$ cat src/design/ppfs_pkg.sv
// Constants and types for the port pin function select block.
// Assumes a single clock domain and a plain strobe register port.
// ==========================================================
package ppfs_pkg;
   // ==========================================================
   // Register offsets
   localparam logic [3:0] ADDR_DATA    = 4'h0; // port_data_register
   localparam logic [3:0] ADDR_DIR     = 4'h1; // direction_select
   localparam logic [3:0] ADDR_OTYPE   = 4'h2; // output_type_select
   localparam logic [3:0] ADDR_ANALOG  = 4'h3; // analog_digital_select
   localparam logic [3:0] ADDR_OSC     = 4'h4; // oscillator_pin_mode_register
   localparam logic [3:0] ADDR_PIN     = 4'h5; // raw pin levels, read only
   localparam logic [3:0] ADDR_BITSET  = 4'h6; // single-bit manipulation
   // ==========================================================
   // Reset values
   localparam logic [7:0] RST_DATA     = 8'h00;
   localparam logic [7:0] RST_DIR      = 8'hff; // all inputs
   localparam logic [7:0] RST_OTYPE    = 8'h00;
   localparam logic [7:0] RST_ANALOG   = 8'h00;
   localparam logic [7:0] RST_OSC      = 8'h00;
   // ==========================================================
   // Oscillator field positions and codes
   localparam int         OSC_EXT_BIT  = 7; // external_clock_select
   localparam int         OSC_SEL_BIT  = 6; // oscillator_select
   localparam logic [1:0] OSC_RESON    = 2'h1;
   localparam logic [1:0] OSC_EXTCLK   = 2'h3;
   // Bit-operation write data layout: bit index and value
   localparam int         BOP_IDX_LSB  = 0;
   localparam int         BOP_VAL_BIT  = 3;
   localparam int         BOP_OP_BIT   = 4; // 1 set/clear, 0 toggle
   // Read-modify-write sequencer states
   typedef enum logic [1:0] {BopIdle, BopRead, BopWrite} ppfs_bop_t;
endpackage

$ cat src/design/ppfs_port.sv
// One 8-bit port with direction, output type, analog select and the
// two oscillator pin modes. Assumes synchronous pin inputs.
`timescale 1ns/1ps
module ppfs_port
   import ppfs_pkg::*;
#(
   parameter int         WIDTH       = 8,
   parameter logic [7:0] ANALOG_ONLY = 8'h00, // pins analog-only in pkg
   parameter bit         SMALL_PKG   = 1'b0
) (
   // Clock and reset
   input  wire logic             clk,
   input  wire logic             rst_n,
   // Register port
   input  wire logic [3:0]       regAddr,
   input  wire logic [7:0]       regWdata,
   input  wire logic             regWr,
   input  wire logic             regRd,
   output logic      [7:0]       regRdata,
   // Alternate function outputs
   input  wire logic [WIDTH-1:0] serialOut,  // serial_array_unit, idle 1
   input  wire logic [WIDTH-1:0] otherOut,   // timers etc, idle 0
   // Pins
   input  wire logic [WIDTH-1:0] pinIn,
   output logic      [WIDTH-1:0] pinOut,
   output logic      [WIDTH-1:0] pinOe,
   output logic      [WIDTH-1:0] pinAnalog,  // analog switch enable
   // Oscillator pins
   output logic      [1:0]       oscPinMode, // external/oscillator select
   output logic                  oscResonEn,
   output logic                  oscExtClkEn,
   output logic                  busy        // bit operation running
);
   // ==========================================================
   // State
   logic [7:0] dataR, dataNxt;     // Output latches
   logic [7:0] dirR, dirNxt;       // direction_select
   logic [7:0] otypeR, otypeNxt;   // output_type_select
   logic [7:0] anaR, anaNxt;       // analog_digital_select
   logic [7:0] oscR, oscNxt;       // oscillator_pin_mode_register
   logic [7:0] rdR, rdNxt;         // Read data register
   logic [4:0] bopR, bopNxt;       // Pending bit operation
   logic [7:0] bufR, bufNxt;       // RMW read buffer
   ppfs_bop_t  stR, stNxt;
   logic [7:0] effAna;             // Analog select incl. package forcing
   logic [7:0] dataView;           // Latch for outputs, pin for inputs

   // Analog forcing in the small package
   assign effAna = anaR | (SMALL_PKG ? ANALOG_ONLY : 8'h00);

   // Read view of the data register
   // Output pins read back their latch, input pins their level
   function automatic logic [7:0] data_view(input logic [7:0] dir,
      input logic [7:0] lat, input logic [7:0] pins);
      data_view = (dir & pins) | (~dir & lat);
   endfunction
   assign dataView = data_view(dirR, dataR, 8'(pinIn));

   // ==========================================================
   // Next state: register writes and bit sequencer
   always_comb begin
      dataNxt  = dataR;
      dirNxt   = dirR;
      otypeNxt = otypeR;
      anaNxt   = anaR;
      oscNxt   = oscR;
      bopNxt   = bopR;
      bufNxt   = bufR;
      stNxt    = stR;
      rdNxt    = 8'h00;
      case (stR)
         BopIdle: begin
            if (regWr) begin
               case (regAddr)
                  // Writes to input pins land only in the latch
                  ADDR_DATA:   dataNxt  = regWdata;
                  ADDR_DIR:    dirNxt   = regWdata;
                  ADDR_OTYPE:  otypeNxt = regWdata;
                  ADDR_ANALOG: anaNxt   = regWdata;
                  ADDR_OSC:    oscNxt   = regWdata;
                  ADDR_BITSET: begin
                     bopNxt = regWdata[4:0];
                     stNxt  = BopRead;
                  end
                  default: ;
               endcase
            end
         end
         BopRead: begin
            // Whole byte read: input pins give pin level
            bufNxt = dataView;
            stNxt  = BopWrite;
         end
         BopWrite: begin
            // Modify one bit then write all eight back
            // Register writes arriving now are dropped silently
            dataNxt = bufR;
            if (bopR[BOP_OP_BIT])
               dataNxt[bopR[BOP_IDX_LSB +: 3]] = bopR[BOP_VAL_BIT];
            else
               dataNxt[bopR[BOP_IDX_LSB +: 3]] =
                  ~bufR[bopR[BOP_IDX_LSB +: 3]];
            stNxt = BopIdle;
         end
         default: stNxt = BopIdle;
      endcase
      if (regRd) begin
         case (regAddr)
            ADDR_DATA:   rdNxt = dataView;
            ADDR_DIR:    rdNxt = dirR;
            ADDR_OTYPE:  rdNxt = otypeR;
            ADDR_ANALOG: rdNxt = effAna;
            ADDR_OSC:    rdNxt = oscR;
            ADDR_PIN:    rdNxt = 8'(pinIn);
            default:     rdNxt = 8'h00;
         endcase
      end
   end

   // Reset branch loads constants only
   // Register stage; reset puts every pin in input mode
   always_ff @(posedge clk or negedge rst_n) begin
      if (!rst_n) begin
         dataR  <= RST_DATA;
         dirR   <= RST_DIR;
         otypeR <= RST_OTYPE;
         anaR   <= RST_ANALOG;
         oscR   <= RST_OSC;
         rdR    <= 8'h00;
         bopR   <= 5'h00;
         bufR   <= 8'h00;
         stR    <= BopIdle;
      end else begin
         dataR  <= dataNxt;
         dirR   <= dirNxt;
         otypeR <= otypeNxt;
         anaR   <= anaNxt;
         oscR   <= oscNxt;
         rdR    <= rdNxt;
         bopR   <= bopNxt;
         bufR   <= bufNxt;
         stR    <= stNxt;
      end
   end

   // Read data stand one cycle; zero when no read was made
   assign regRdata = rdR;
   // Software polls busy; writes are refused while it is high
   assign busy     = (stR != BopIdle);

   // ==========================================================
   // Pin drivers
   // Value: latch AND serial, OR other alternates
   // Open drain drives only low; input or analog pins float
   // Open drain releases the pin for a one, so the level then rests
   // on the outside pull-up; the latch is never seen there
   always_comb begin
      for (int i = 0; i < WIDTH; i++) begin
         pinOut[i]    = (dataR[i] & serialOut[i]) | otherOut[i];
         pinOe[i]     = ~dirR[i] & ~effAna[i] &
                        ~(otypeR[i] & pinOut[i]);
         pinAnalog[i] = effAna[i];
      end
   end

   // Oscillator pin modes from the two-bit field
   // Codes 00 and 10 leave both oscillator pins as port inputs
   assign oscPinMode  = {oscR[OSC_EXT_BIT], oscR[OSC_SEL_BIT]};
   assign oscResonEn  = (oscPinMode == OSC_RESON);
   assign oscExtClkEn = (oscPinMode == OSC_EXTCLK);
endmodule

$ cat config.mk
export PLATFORM = sky130hd
export DESIGN_NAME = ppfs_port
export DESIGN_NICKNAME = d
export VERILOG_FILES = /design/src/design/ppfs_pkg.sv /design/src/design/ppfs_port.sv
export SDC_FILE = /design/constraint.sdc
export NUM_CORES = 1
export LEC_CHECK = 0
export ABC_AREA = 1
export BUFFER_PORTS_ARGS = -buffer_cell sky130_fd_sc_hd__buf_4
export CORE_MARGIN = 2
export CORE_UTILIZATION = 42
export DETAILED_ROUTE_END_ITERATION = 10
export PLACE_DENSITY = 0.74
export SLEW_MARGIN = 15
export SYNTH_ARGS = -nofsm -noshare
export SYNTH_HDL_FRONTEND = slang
export SYNTH_SLANG_ARGS = --single-unit
$ cat constraint.sdc
create_clock -name clk -period 3 [get_ports clk]
set_clock_uncertainty 0.15 [all_clocks]
set_input_delay 0.15 -clock clk [delete_from_list [all_inputs] [get_ports clk]]
set_output_delay 0.15 -clock clk [all_outputs]
set_load 0.01 [all_outputs]
==> results of run 1 <==
[registers in the layout, indices dropped and copies added, names as in the netlist, 5 cells and up]
register,count
dataR,8
dirR,8
regRdata,8
otypeR,8
pinAnalog,8
bopR,5
oscR,8
bufR,8
[critical path, stage by stage, from the launching register on]
cell and delay [ps]:
sky130_fd_sc_hd__dfrtp_1 420, sky130_fd_sc_hd__nor2_1 170, sky130_fd_sc_hd__nand2_1 80, sky130_fd_sc_hd__inv_2 160, sky130_fd_sc_hd__nand3_1 380, sky130_fd_sc_hd__nand2_1 190
sky130_fd_sc_hd__o21ai_2 70
[routing by layer]
layer  global-route usage [%]  vias to the layer above  share of wire (%)
li1                         -                     1497                  -
met1                    29.97                     1447                 44
met2                    34.91                      118                 47
met3                    4.963                       19                6.8
met4                    8.458                        0                2.1
met5                        0                        -                  0
[metrics by stage]
| stage | instances | hold WS [ps] | setup WS (ps) |
|---|---|---|---|
| floorplan | 408 | -295.6 | 1589 |
| detailed placement | 576 | 136.3 | 1257 |
| CTS | 601 | 56.99 | 1239 |
| finish | 601 | 56.53 | 1257 |
| global route | 601 | 93.49 | 1045 |
| global placement | 576 | 123.7 | 1360 |
[timing repair]
action / CTS / global route
buffers inserted: 0 / 0
hold endpoints to repair: 70 / 0
gates resized for setup: 0 / 0
hold buffers: 9 / 0
[power groups by stage]
stage | clock (uW) | sequential, uW | combinational (uW)
after floorplan | 0 | 1170 | 399
after global placement | 0 | 1220 | 630
after detailed placement | 0 | 1230 | 652
after CTS | 815 | 1210 | 666
after global routing | 853 | 1240 | 740
final | 813 | 1220 | 661
[final timing paths]
path	startpoint	end	slack (ps)
max	stR[0]	bopR[1]	1260
min	pinIn[5]	bufR[5]	60
max reg2reg	stR[0]	bopR[1]	1260
min reg2reg	stR[1]	stR[1]	320
max in group asynchronous	rst_n	stR[0]	1890
min in group asynchronous	rst_n	bufR[4]	280
[cell type report]
cell class	instances	area (um2)	share of cell area, %
inverters	45	171.4	4.085
clock inverters	6	83.83	1.998
flip-flops and latches	63	1587	37.81
clock buffers	10	127.6	3.041
repair buffers	85	660.6	15.74
well taps	102	127.6	3.041
multi-input cells	290	1439	34.29
[cells in the mapped netlist]
cell | n | area share (%)
sky130_fd_sc_hd__inv_1 | 39 | 4.5
sky130_fd_sc_hd__or2_2 | 1 | 0.19
sky130_fd_sc_hd__o21ai_1 | 19 | 2.9
sky130_fd_sc_hd__dfrtp_1 | 55 | 42
sky130_fd_sc_hd__nor2_1 | 36 | 4.1
sky130_fd_sc_hd__buf_4 | 3 | 0.69
sky130_fd_sc_hd__buf_6 | 5 | 1.7
sky130_fd_sc_hd__nand2_4 | 4 | 1.4
sky130_fd_sc_hd__nand2_1 | 120 | 14
sky130_fd_sc_hd__a31oi_1 | 8 | 1.5
sky130_fd_sc_hd__o21ai_2 | 5 | 1.3
sky130_fd_sc_hd__o21a_1 | 5 | 1.1
sky130_fd_sc_hd__o21ai_0 | 38 | 5.8
sky130_fd_sc_hd__dfstp_2 | 8 | 6.4
sky130_fd_sc_hd__a211oi_1 | 8 | 1.8
sky130_fd_sc_hd__o22ai_1 | 4 | 0.76
sky130_fd_sc_hd__nand3_1 | 5 | 0.76
sky130_fd_sc_hd__nand4_1 | 1 | 0.19
sky130_fd_sc_hd__nand2_2 | 4 | 0.76
sky130_fd_sc_hd__a21oi_2 | 8 | 2.1
sky130_fd_sc_hd__nor2_4 | 5 | 1.7
sky130_fd_sc_hd__inv_2 | 4 | 0.46
sky130_fd_sc_hd__a21oi_1 | 9 | 1.4
sky130_fd_sc_hd__a21o_1 | 8 | 1.8
sky130_fd_sc_hd__buf_2 | 2 | 0.30
sky130_fd_sc_hd__clkinv_2 | 2 | 0.30
sky130_fd_sc_hd__nor2_2 | 2 | 0.38
[placed cells by master, fill, tap and decap left out, drive strengths merged]
cell type    Yosys  routed
nand3            5       5
o21ai           62      62
a21o             8       8
clkbuf           0      10
o21a             5       5
o22ai            4       4
dlygate4sd3      0       9
bufinv           0       2
dfrtp           55      55
a31oi            8       8
buf             10      76
or2              1       1
nand4            1       1
clkinv           2       5
nor2            43      43
a21oi           17      17
nand2          128     128
a211oi           8       8
inv             43      44
dfstp            8       8
[kinds of logic after synthesis]
family                 count (synthesis)  synth area share [%]
flip-flops                            63                 48.29
buffers and inverters                 55                 7.920
AO/OA/AOI/OAI                        112                 20.60
AND/OR/NAND/NOR                      178                 23.19
==> flow_summary.yaml, run 1 <==
critical_path:
  setup.worst_path.class: "reg -> reg"
  endpoint_kind: "flip-flop"
  timing.critical_path.fanout_max: 11
  setup.worst_path.start_class: "flip-flop"
  timing.critical_path.arrival_ps: 1820
  depth_of_the_worst_register_to_register_path: 6
  timing.critical_path.required_ps: 3070
power:
  power-per-cell-area_nw_per_um2: 640.7
  report.power.total_uw: 2689
  share_of_total_power_in_sequential_cells_pct: 45.2
  power.leakage_uw: 0.002085
  power.clock.fraction_pct: 30.2
  p_int_uw: 1807
  p_sw_share_pct: 32.80
  p_switching_uw: 881.7
  comb_power_share_pct: 24.6
  max-vdd-ir-drop_mv: 0.2688
logic_synthesis:
  seq_area_frac_synth_pct: 48.29
  synth_warnings: 0
  mappedNetlistNets: 448
  flip_flop_and_latch_count_after_synthesis: 63
  mappedNetlistArea_um2: 3286
  avgSynthCellArea_um2: 8.053
  count_of_mapped_cells_out_of_synthesis: 408
  post_synth_num_cell_types: 27
grt:
  antenna_found_initial: 0
  globalRoute.totalOverflow: 0
  via_count_of_the_first_global_routing_pass: 2917
  wire_length_of_the_first_global_routing_pass_um: 14590
  grt_start_max_net_pins: 64
  groute.usage.overall_pct: 22.18
sta:
  rsz0062_at_grt: "no"
  final.period_utilization_pct: 58.09
  timing_hold_violations_final: 0
  maxSlewHeadroom_pct: 45.97
  finalSetupTns_ps: 0
  post-route-min-period_ps: 1743
  worst_slew_pin_slew_ps: 810.5
  timing.final.max_slew_violations: 0
  fmax_mhz: 573.8
  finalSetupViolCount: 0
routing:
  post_drt_via_cell_ratio: 5.126
  via_count: 3081
  wl_per_cell_um: 15.08
  drt.antenna.violating_nets: 0
  post-route-drc-count: 0
  drt-total-wl_um: 9063
  drtPass1Iterations: 4
  detail_route.iter0.violations: 272
final_layout:
  drive_above_1_share_pct: 26.85
  final.fill_count: 704
  final_core_utilization_pct: 54.88
  final_cell_area_um2: 4197
  fin_nets: 534
  flow.area_growth_from_synthesis_pct: 27.72
  antenna_cells: 0
clocking:
  tritoncts: "yes"
  cts_sinks: 63
  cts-htree-levels: 3
  clk_transition_reported_paths_ps: 70
  worstSkewPairLatency_ps: 350
  cts_inserted_buffers: 9
  cts.path.max_buffers: 2
  cts-root-buf: "sky130_fd_sc_hd__clkbuf_8"
die:
  fp-row-count: 32
  core_area_um2: 7647
  die_width_um: 92.45
  number_of_top_level_pins: 77
  start_util_pct: 42.96
  total_die_area_um2: 8546
  die_height_um: 92.45
placed_design:
  gp_routability_congestion: 0.8630
  detailed_place.area_um2: 3895
  io_buffer_count: 76
  dp.final_hpwl_um: 6466
run:
  drv.max_cap_violation_count: 0
hold_path:
  whs_path_depth: 5
  holdCritPathClass: "in -> reg"
run_status:
  outcome: "completed"
(Power assumes the default switching activity.)
==> run 2: changes to the inputs <==
--- a/config.mk
+++ b/config.mk
@@ -5,12 +5,12 @@
 export SDC_FILE = /design/constraint.sdc
 export NUM_CORES = 1
 export LEC_CHECK = 0
-export ABC_AREA = 1
+export ABC_AREA = 0
 export BUFFER_PORTS_ARGS = -buffer_cell sky130_fd_sc_hd__buf_4
 export CORE_MARGIN = 2
 export CORE_UTILIZATION = 42
 export DETAILED_ROUTE_END_ITERATION = 10
-export PLACE_DENSITY = 0.74
+export PLACE_DENSITY = 0.76
 export SLEW_MARGIN = 15
 export SYNTH_ARGS = -nofsm -noshare
 export SYNTH_HDL_FRONTEND = slang
==> constraint.sdc (replaced) <==
create_clock -name clk -period 1.5 [get_ports clk]
set_clock_uncertainty 0.15 [all_clocks]
set_input_delay 0.075 -clock clk [delete_from_list [all_inputs] [get_ports clk]]
set_output_delay 0.075 -clock clk [all_outputs]
set_load 0.01 [all_outputs]
==> run 2 against run 1 <==
The flow now finishes with violations (hold timing, setup timing); sequential share of layout area decreased by 8.1 points; clock-buffer cell count up 3; sequential power rose by 110%; critical endpoint is now pinAnalog[5].
==> flow_summary.yaml, run 2 <==
logic_synthesis:
  synth_enable_flop_cells: 0
  synth_commonest_cells: "sky130_fd_sc_hd__dfrtp_1 (55), sky130_fd_sc_hd__mux2_2 (37), sky130_fd_sc_hd__nand2_1 (30), sky130_fd_sc_hd__mux2i_1 (23), sky130_fd_sc_hd__nor2_1 (21)"
  post_synth_num_cell_types: 40
  synth.top_cell.area_share_pct: 39.67
  ys.flop_type: "sky130_fd_sc_hd__dfrtp_1"
  synth_warnings: 0
  avgSynthCellArea_um2: 10.78
  flip_flop_and_latch_count_after_synthesis: 63
  mappedNetlistArea_um2: 3470
  count_of_mapped_cells_out_of_synthesis: 322
  mappedNetlistNets: 362
  synth.area.top_cells: "sky130_fd_sc_hd__dfrtp_1 (40%), sky130_fd_sc_hd__mux2_2 (12%), sky130_fd_sc_hd__mux2i_1 (6.6%)"
  synthDominantAreaCellType: "sky130_fd_sc_hd__dfrtp_1"
  ys_async_sr_fraction_pct: 100.0
  seq_area_frac_synth_pct: 45.73
  yosys.cell_count.top_type: "sky130_fd_sc_hd__dfrtp_1"
routing:
  wl_per_cell_um: 18.92
  post-route-drc-count: 0
  via_count: 3320
  drt.antenna.violating_nets: 0
  drtPass1Iterations: 5
  drt-total-wl_um: 11160
  post_drt_via_cell_ratio: 5.627
  detail_route.iter0.violations: 250
placed_design:
  io_buffer_count: 76
  dp.final_hpwl_um: 7100
  detailed_place.area_um2: 4473
  gp_routability_congestion: 0.8904
grt:
  antenna_found_initial: 0
  via_count_of_the_first_global_routing_pass: 3367
  grt_start_max_net_pins: 28
  wire_length_of_the_first_global_routing_pass_um: 17040
  globalRoute.totalOverflow: 0
  groute.usage.overall_pct: 24.86
clocking:
  worstSkewPairLatency_ps: 340
  cts.path.max_buffers: 2
  cts-root-buf: "sky130_fd_sc_hd__clkbuf_8"
  tritoncts: "yes"
  cts_inserted_buffers: 9
  cts_sinks: 63
  cts-htree-levels: 3
  clk_transition_reported_paths_ps: 70
power:
  report.power.total_uw: 7010
  p_sw_share_pct: 31.92
  p_switching_uw: 2238
  share_of_total_power_in_sequential_cells_pct: 36.5
  comb_power_share_pct: 37.5
  p_int_uw: 4773
  max-vdd-ir-drop_mv: 0.5431
  power.clock.fraction_pct: 26.0
  power-per-cell-area_nw_per_um2: 1312
  power.leakage_uw: 0.002522
sta:
  fmax_mhz: 625.0
  finalSetupTns_ps: -1437
  rsz0062_at_grt: "yes"
  worst_hold_margin_ps: -8.814
  timing_hold_violations_final: 1
  finalSetupViolCount: 35
  setup_slack_ps: -100.0
  post-route-min-period_ps: 1600
  worst_slew_pin_slew_ps: 505.9
  timing.final.max_slew_violations: 0
  final.period_utilization_pct: 106.7
  maxSlewHeadroom_pct: 66.15
final_layout:
  mostFrequentLayoutCell: "sky130_fd_sc_hd__buf_4"
  fin_nets: 520
  drive_above_1_share_pct: 57.53
  final_cell_area_um2: 5343
  antenna_cells: 0
  final_cell_mix: "sky130_fd_sc_hd__buf_4 (133), sky130_fd_sc_hd__dfrtp_1 (53), sky130_fd_sc_hd__mux2_2 (33), sky130_fd_sc_hd__nand2_1 (29)"
  flow.area_growth_from_synthesis_pct: 53.98
critical_path:
  endpoint_kind: "flip-flop"
  timing.critical_path.arrival_ps: 1680
  rr_startpoint: "stR[1]"
  depth_of_the_worst_register_to_register_path: 5
  worst_setup_path_startpoint: "stR[1]"
  timing.critical_path.fanout_max: 4
  setup.worst_path.start_class: "flip-flop"
  timing.critical_path.required_ps: 1580
  setup.worst_path.class: "reg -> reg"
  worst-r2r-setup-slack_ps: -100
  r2r-end: "pinAnalog[5]"
die:
  die_width_um: 94.89
  core_area_um2: 8093
  number_of_top_level_pins: 77
  start_util_pct: 42.87
  total_die_area_um2: 9004
  fp-row-count: 33
  die_height_um: 94.89
hold_path:
  min-delay-start: "pinIn[7]"
  min_delay_endpoint: "regRdata[7]"
  holdCritPathClass: "in -> reg"
  whs_path_depth: 5
run:
  drv.max_cap_violation_count: 0
run_status:
  outcome: "complete, but fails checks"
  failed_checks: "hold timing, setup timing"
-- run 2: cell count changes in the layout (fill, tap and decap cells not counted), sizes merged, moves of 6 or more --
cell	change
nand2	-98
nor2	-18
o21ai	-50
mux2	+45
mux2i	+23
inv	-37
nor2b	+6
dlygate4sd3	+6
a31oi	-7
a211oi	+9
buf	+74
-- run 2: area by class of cell --
type                    count  area [um2]
clock buffers              13       148.9
clock inverters             3       90.09
fillers                   568        2750
inverters                   7       26.28
multi-input cells         234        2008
flip-flops and latches     63        1589
well taps                 105       131.4
repair buffers            165        1349
-- run 2: per-layer routing --
metal  track usage, %  vias to the layer above  share of wire [%]
met1            31.57                     1655                 41
met3            4.310                       37                6.0
li1                 -                     1474                  -
met5                0                        -                  0
met2            42.02                      154                 50
met4            10.02                        0                2.9
-- run 2: how the worst max path moves through the flow --
| stage | to | slack, ps | depth (start not counted) |
|---|---|---|---|
| global placement | pinAnalog[0] | -90 | 5 |
| floorplan | pinAnalog[0] | -100 | 5 |
| global route | pinAnalog[3] | -150 | 5 |
| CTS | pinAnalog[5] | -120 | 5 |
| detailed placement | pinAnalog[1] | -120 | 5 |
| finish | pinAnalog[5] | -100 | 5 |
-- run 2: power groups by stage --
| stage | Combinational (uW) | Clock (uW) | Sequential [uW] |
|---|---|---|---|
| 6_report | 2630 | 1820 | 2560 |
| 5_1_grt | 2820 | 1900 | 2590 |
| 4_1_cts | 2410 | 1820 | 2530 |
| 3_5_place_dp | 1980 | 0 | 2530 |
| 3_3_place_gp | 1930 | 0 | 2510 |
| 2_1_floorplan | 1130 | 0 | 2460 |
-- run 2: what timing repair did --
item	in CTS	in global routing
pin swaps	32	31
hold buffers	15	0
setup endpoints to repair	48	64
setup buffers	16	6
endpoints found under the hold margin	106	0
resized for setup	50	33
-- run 2: through the flow --
stage	worst slack [ps]	std cells	hold WS [ps]	util (%)
after floorplan	-101.6	322	-370.6	-
after global placement	-93.18	538	-138.9	55.27
after detailed placement	-122.0	538	-129.6	55.27
after CTS	-120.8	585	5.728	64.01
after global routing	-147.4	590	15.35	66.02
final	-100.0	590	-8.814	66.02
-- run 2: critical path, cell delays in order (launching register included) --
cell and delay, ps:
sky130_fd_sc_hd__dfrtp_1 410, sky130_fd_sc_hd__nor2_4 130, sky130_fd_sc_hd__nand4_2 100, sky130_fd_sc_hd__or2_4 270, sky130_fd_sc_hd__buf_6 140, sky130_fd_sc_hd__mux2_4 290
-- run 2: cells by family (layout without fill, tap and decap cells) --
group / count (synthesis) / after routing / synth area share [%]
AO/OA/AOI/OAI: 79 / 79 / 15.18
buffers and inverters: 25 / 188 / 4.003
flip-flops: 63 / 63 / 45.73
multiplexers: 68 / 68 / 22.11
AND/OR/NAND/NOR: 87 / 87 / 12.98
==> run 3: changes to the inputs <==
--- a/config.mk
+++ b/config.mk
@@ -5,9 +5,9 @@
 export SDC_FILE = /design/constraint.sdc
 export NUM_CORES = 1
 export LEC_CHECK = 0
-export ABC_AREA = 0
+export ABC_AREA = 1
 export BUFFER_PORTS_ARGS = -buffer_cell sky130_fd_sc_hd__buf_4
-export CORE_MARGIN = 2
+export CORE_MARGIN = 5
 export CORE_UTILIZATION = 42
 export DETAILED_ROUTE_END_ITERATION = 10
 export PLACE_DENSITY = 0.76
==> run 3 against run 2 <==
The run still ends with hold timing, setup timing left; clock power fell by 21%; first-iteration DRC count fell by 34%; setup slack improved by 9.9 ps; flip-flop and latch count did not move; wire length fell by 13%; total power fell by 22%; final area fell by 16%; critical endpoint is now pinOut[1]; largest cell class is now flip-flops and latches; highest routed layer unchanged.
==> flow_summary.yaml, run 3 (synthesis gave the netlist of run 1 again) <==
placed_design:
  detailed_place.area_um2: 3998
  gp_routability_congestion: 0.9148
  dp.final_hpwl_um: 6962
  io_buffer_count: 76
grt:
  groute.usage.overall_pct: 20.46
  via_count_of_the_first_global_routing_pass: 3188
  grt_start_max_net_pins: 28
  antenna_found_initial: 0
  globalRoute.totalOverflow: 0
  wire_length_of_the_first_global_routing_pass_um: 15680
sta:
  worst_hold_margin_ps: -2.426
  final.period_utilization_pct: 106.0
  timing.final.max_slew_violations: 0
  post-route-min-period_ps: 1590
  worst_slew_pin_slew_ps: 450.6
  fmax_mhz: 628.9
  timing_hold_violations_final: 1
  maxSlewHeadroom_pct: 69.93
  finalSetupViolCount: 15
  setup_slack_ps: -90.09
  rsz0062_at_grt: "yes"
die:
  core_area_um2: 7687
  number_of_top_level_pins: 77
  total_die_area_um2: 9691
  die_height_um: 98.45
  start_util_pct: 42.74
  die_width_um: 98.45
  fp-row-count: 32
clocking:
  cts-htree-levels: 3
  worstSkewPairLatency_ps: 350
  cts_sinks: 63
  clk_transition_reported_paths_ps: 70
  tritoncts: "yes"
  cts_inserted_buffers: 9
  cts.path.max_buffers: 2
  cts-root-buf: "sky130_fd_sc_hd__clkbuf_8"
routing:
  post_drt_via_cell_ratio: 5.150
  m1WireLength_um: 4113
  drtPass1Iterations: 4
  drt-total-wl_um: 9700
  route.top_layer_used: "met4"
  dr_wl_met3_um: 841
  wl_per_cell_um: 15.52
  detail_route.iter0.violations: 165
  post-route-drc-count: 0
  via_count: 3219
  met2_wl_post_dr_um: 4495
  drt.antenna.violating_nets: 0
critical_path:
  setup.worst_path.class: "reg -> out"
  timing.critical_path.required_ps: 1270
  crit_path_top_delay_cell: "sky130_fd_sc_hd__dfrtp_1"
  cell_type_group_with_the_largest_total_delay_on_the_critical_path: "flip-flops"
  cp_slowest_stage_delay_ps: 410
  crit_top_cell: "sky130_fd_sc_hd__buf_6"
  setup.worst_path.start_class: "flip-flop"
  endpoint_kind: "output pin"
  timing.critical_path.fanout_max: 2
  critical_path.n_buffers_inverters: 3
  timing.critical_path.cells: "a21o_1, buf_4, buf_6, buf_6"
  timing.critical_path.arrival_ps: 1370
final_layout:
  final_core_utilization_pct: 58.69
  final_cell_area_um2: 4512
  antenna_cells: 0
  fin_nets: 558
  flow.area_growth_from_synthesis_pct: 37.32
  final_cell_mix: "sky130_fd_sc_hd__nand2_1 (110), sky130_fd_sc_hd__buf_4 (95), sky130_fd_sc_hd__dfrtp_1 (52), sky130_fd_sc_hd__inv_1 (39), sky130_fd_sc_hd__o21ai_0 (33)"
  drive_above_1_share_pct: 35.18
  mostFrequentLayoutCell: "sky130_fd_sc_hd__nand2_1"
hold_path:
  holdCritPathClass: "in -> reg"
run_status:
  failed_checks: "hold timing, setup timing"
  outcome: "complete, but fails checks"
power:
  power-per-cell-area_nw_per_um2: 1215
  report.power.total_uw: 5483
  max-vdd-ir-drop_mv: 0.5475
  power.leakage_uw: 0.002198
run:
  drv.max_cap_violation_count: 0
[run 3: report_power, final]
part / internal (uW) / switching [uW]
Clock: 761 / 680
Combinational: 782 / 816
Sequential: 2080 / 369
[run 3: area by class of cell]
cell class,instances,area [um2]
Clock buffer,10,127.6
Clock inverter,6,61.31
Fill cell,681,3176
Inverter,45,173.9
Multi-Input combinational cell,290,1554
Sequential cell,63,1590
Tap cell,102,127.6
Timing Repair Buffer,109,877.1
[run 3: worst reg2reg max path: stages, from the launching register on]
cell                      delay [ps]
sky130_fd_sc_hd__dfrtp_2         460
sky130_fd_sc_hd__inv_2           110
sky130_fd_sc_hd__nand2_1          60
sky130_fd_sc_hd__nand3_1          80
sky130_fd_sc_hd__nand2_1          70
sky130_fd_sc_hd__nor2_2          110
sky130_fd_sc_hd__nand2_2          70
sky130_fd_sc_hd__nand2_4         140
sky130_fd_sc_hd__nand2_1          60
sky130_fd_sc_hd__nand2_1          70
sky130_fd_sc_hd__a21oi_2          50
[run 3: routing by layer]
layer / GRT usage (%) / vias to the layer above
met2: 31.25 / 144
met1: 27.41 / 1504
met5: 0 / -
met3: 5.096 / 22
li1: - / 1549
met4: 9.559 / 0
[run 3: repair_timing]
action,CTS,global route
hold buffers,9,0
pin swaps,1,3
endpoints found under the hold margin,102,0
resized for setup,13,27
setup buffers,7,5
endpoints found under the setup margin,25,51
[run 3: stage by stage]
stage | setup TNS [ps] | worst slack [ps] | std cells
6_report | -640.6 | -90.09 | 625
5_1_grt | -1586 | -143.0 | 625
4_1_cts | -260.6 | -74.16 | 620
3_5_place_dp | -91.79 | -24.80 | 588
3_3_place_gp | 0 | 3.823 | 588
2_1_floorplan | 0 | 89.18 | 408
[run 3: path summary, 6_finish.rpt]
check	to	slack, ps	start	depth (start not counted)
worst min register to register	bopR[3]	330	bopR[3]	2
worst min-delay path	bufR[5]	-2	pinIn[5]	5
worst max register to register	dataR[7]	-50	bopR[0]	10
max in group asynchronous	dirR[3]	550	rst_n	3
worst max-delay path	pinOut[1]	-90	dataR[1]	4
min in group asynchronous	dataR[7]	30	rst_n	2
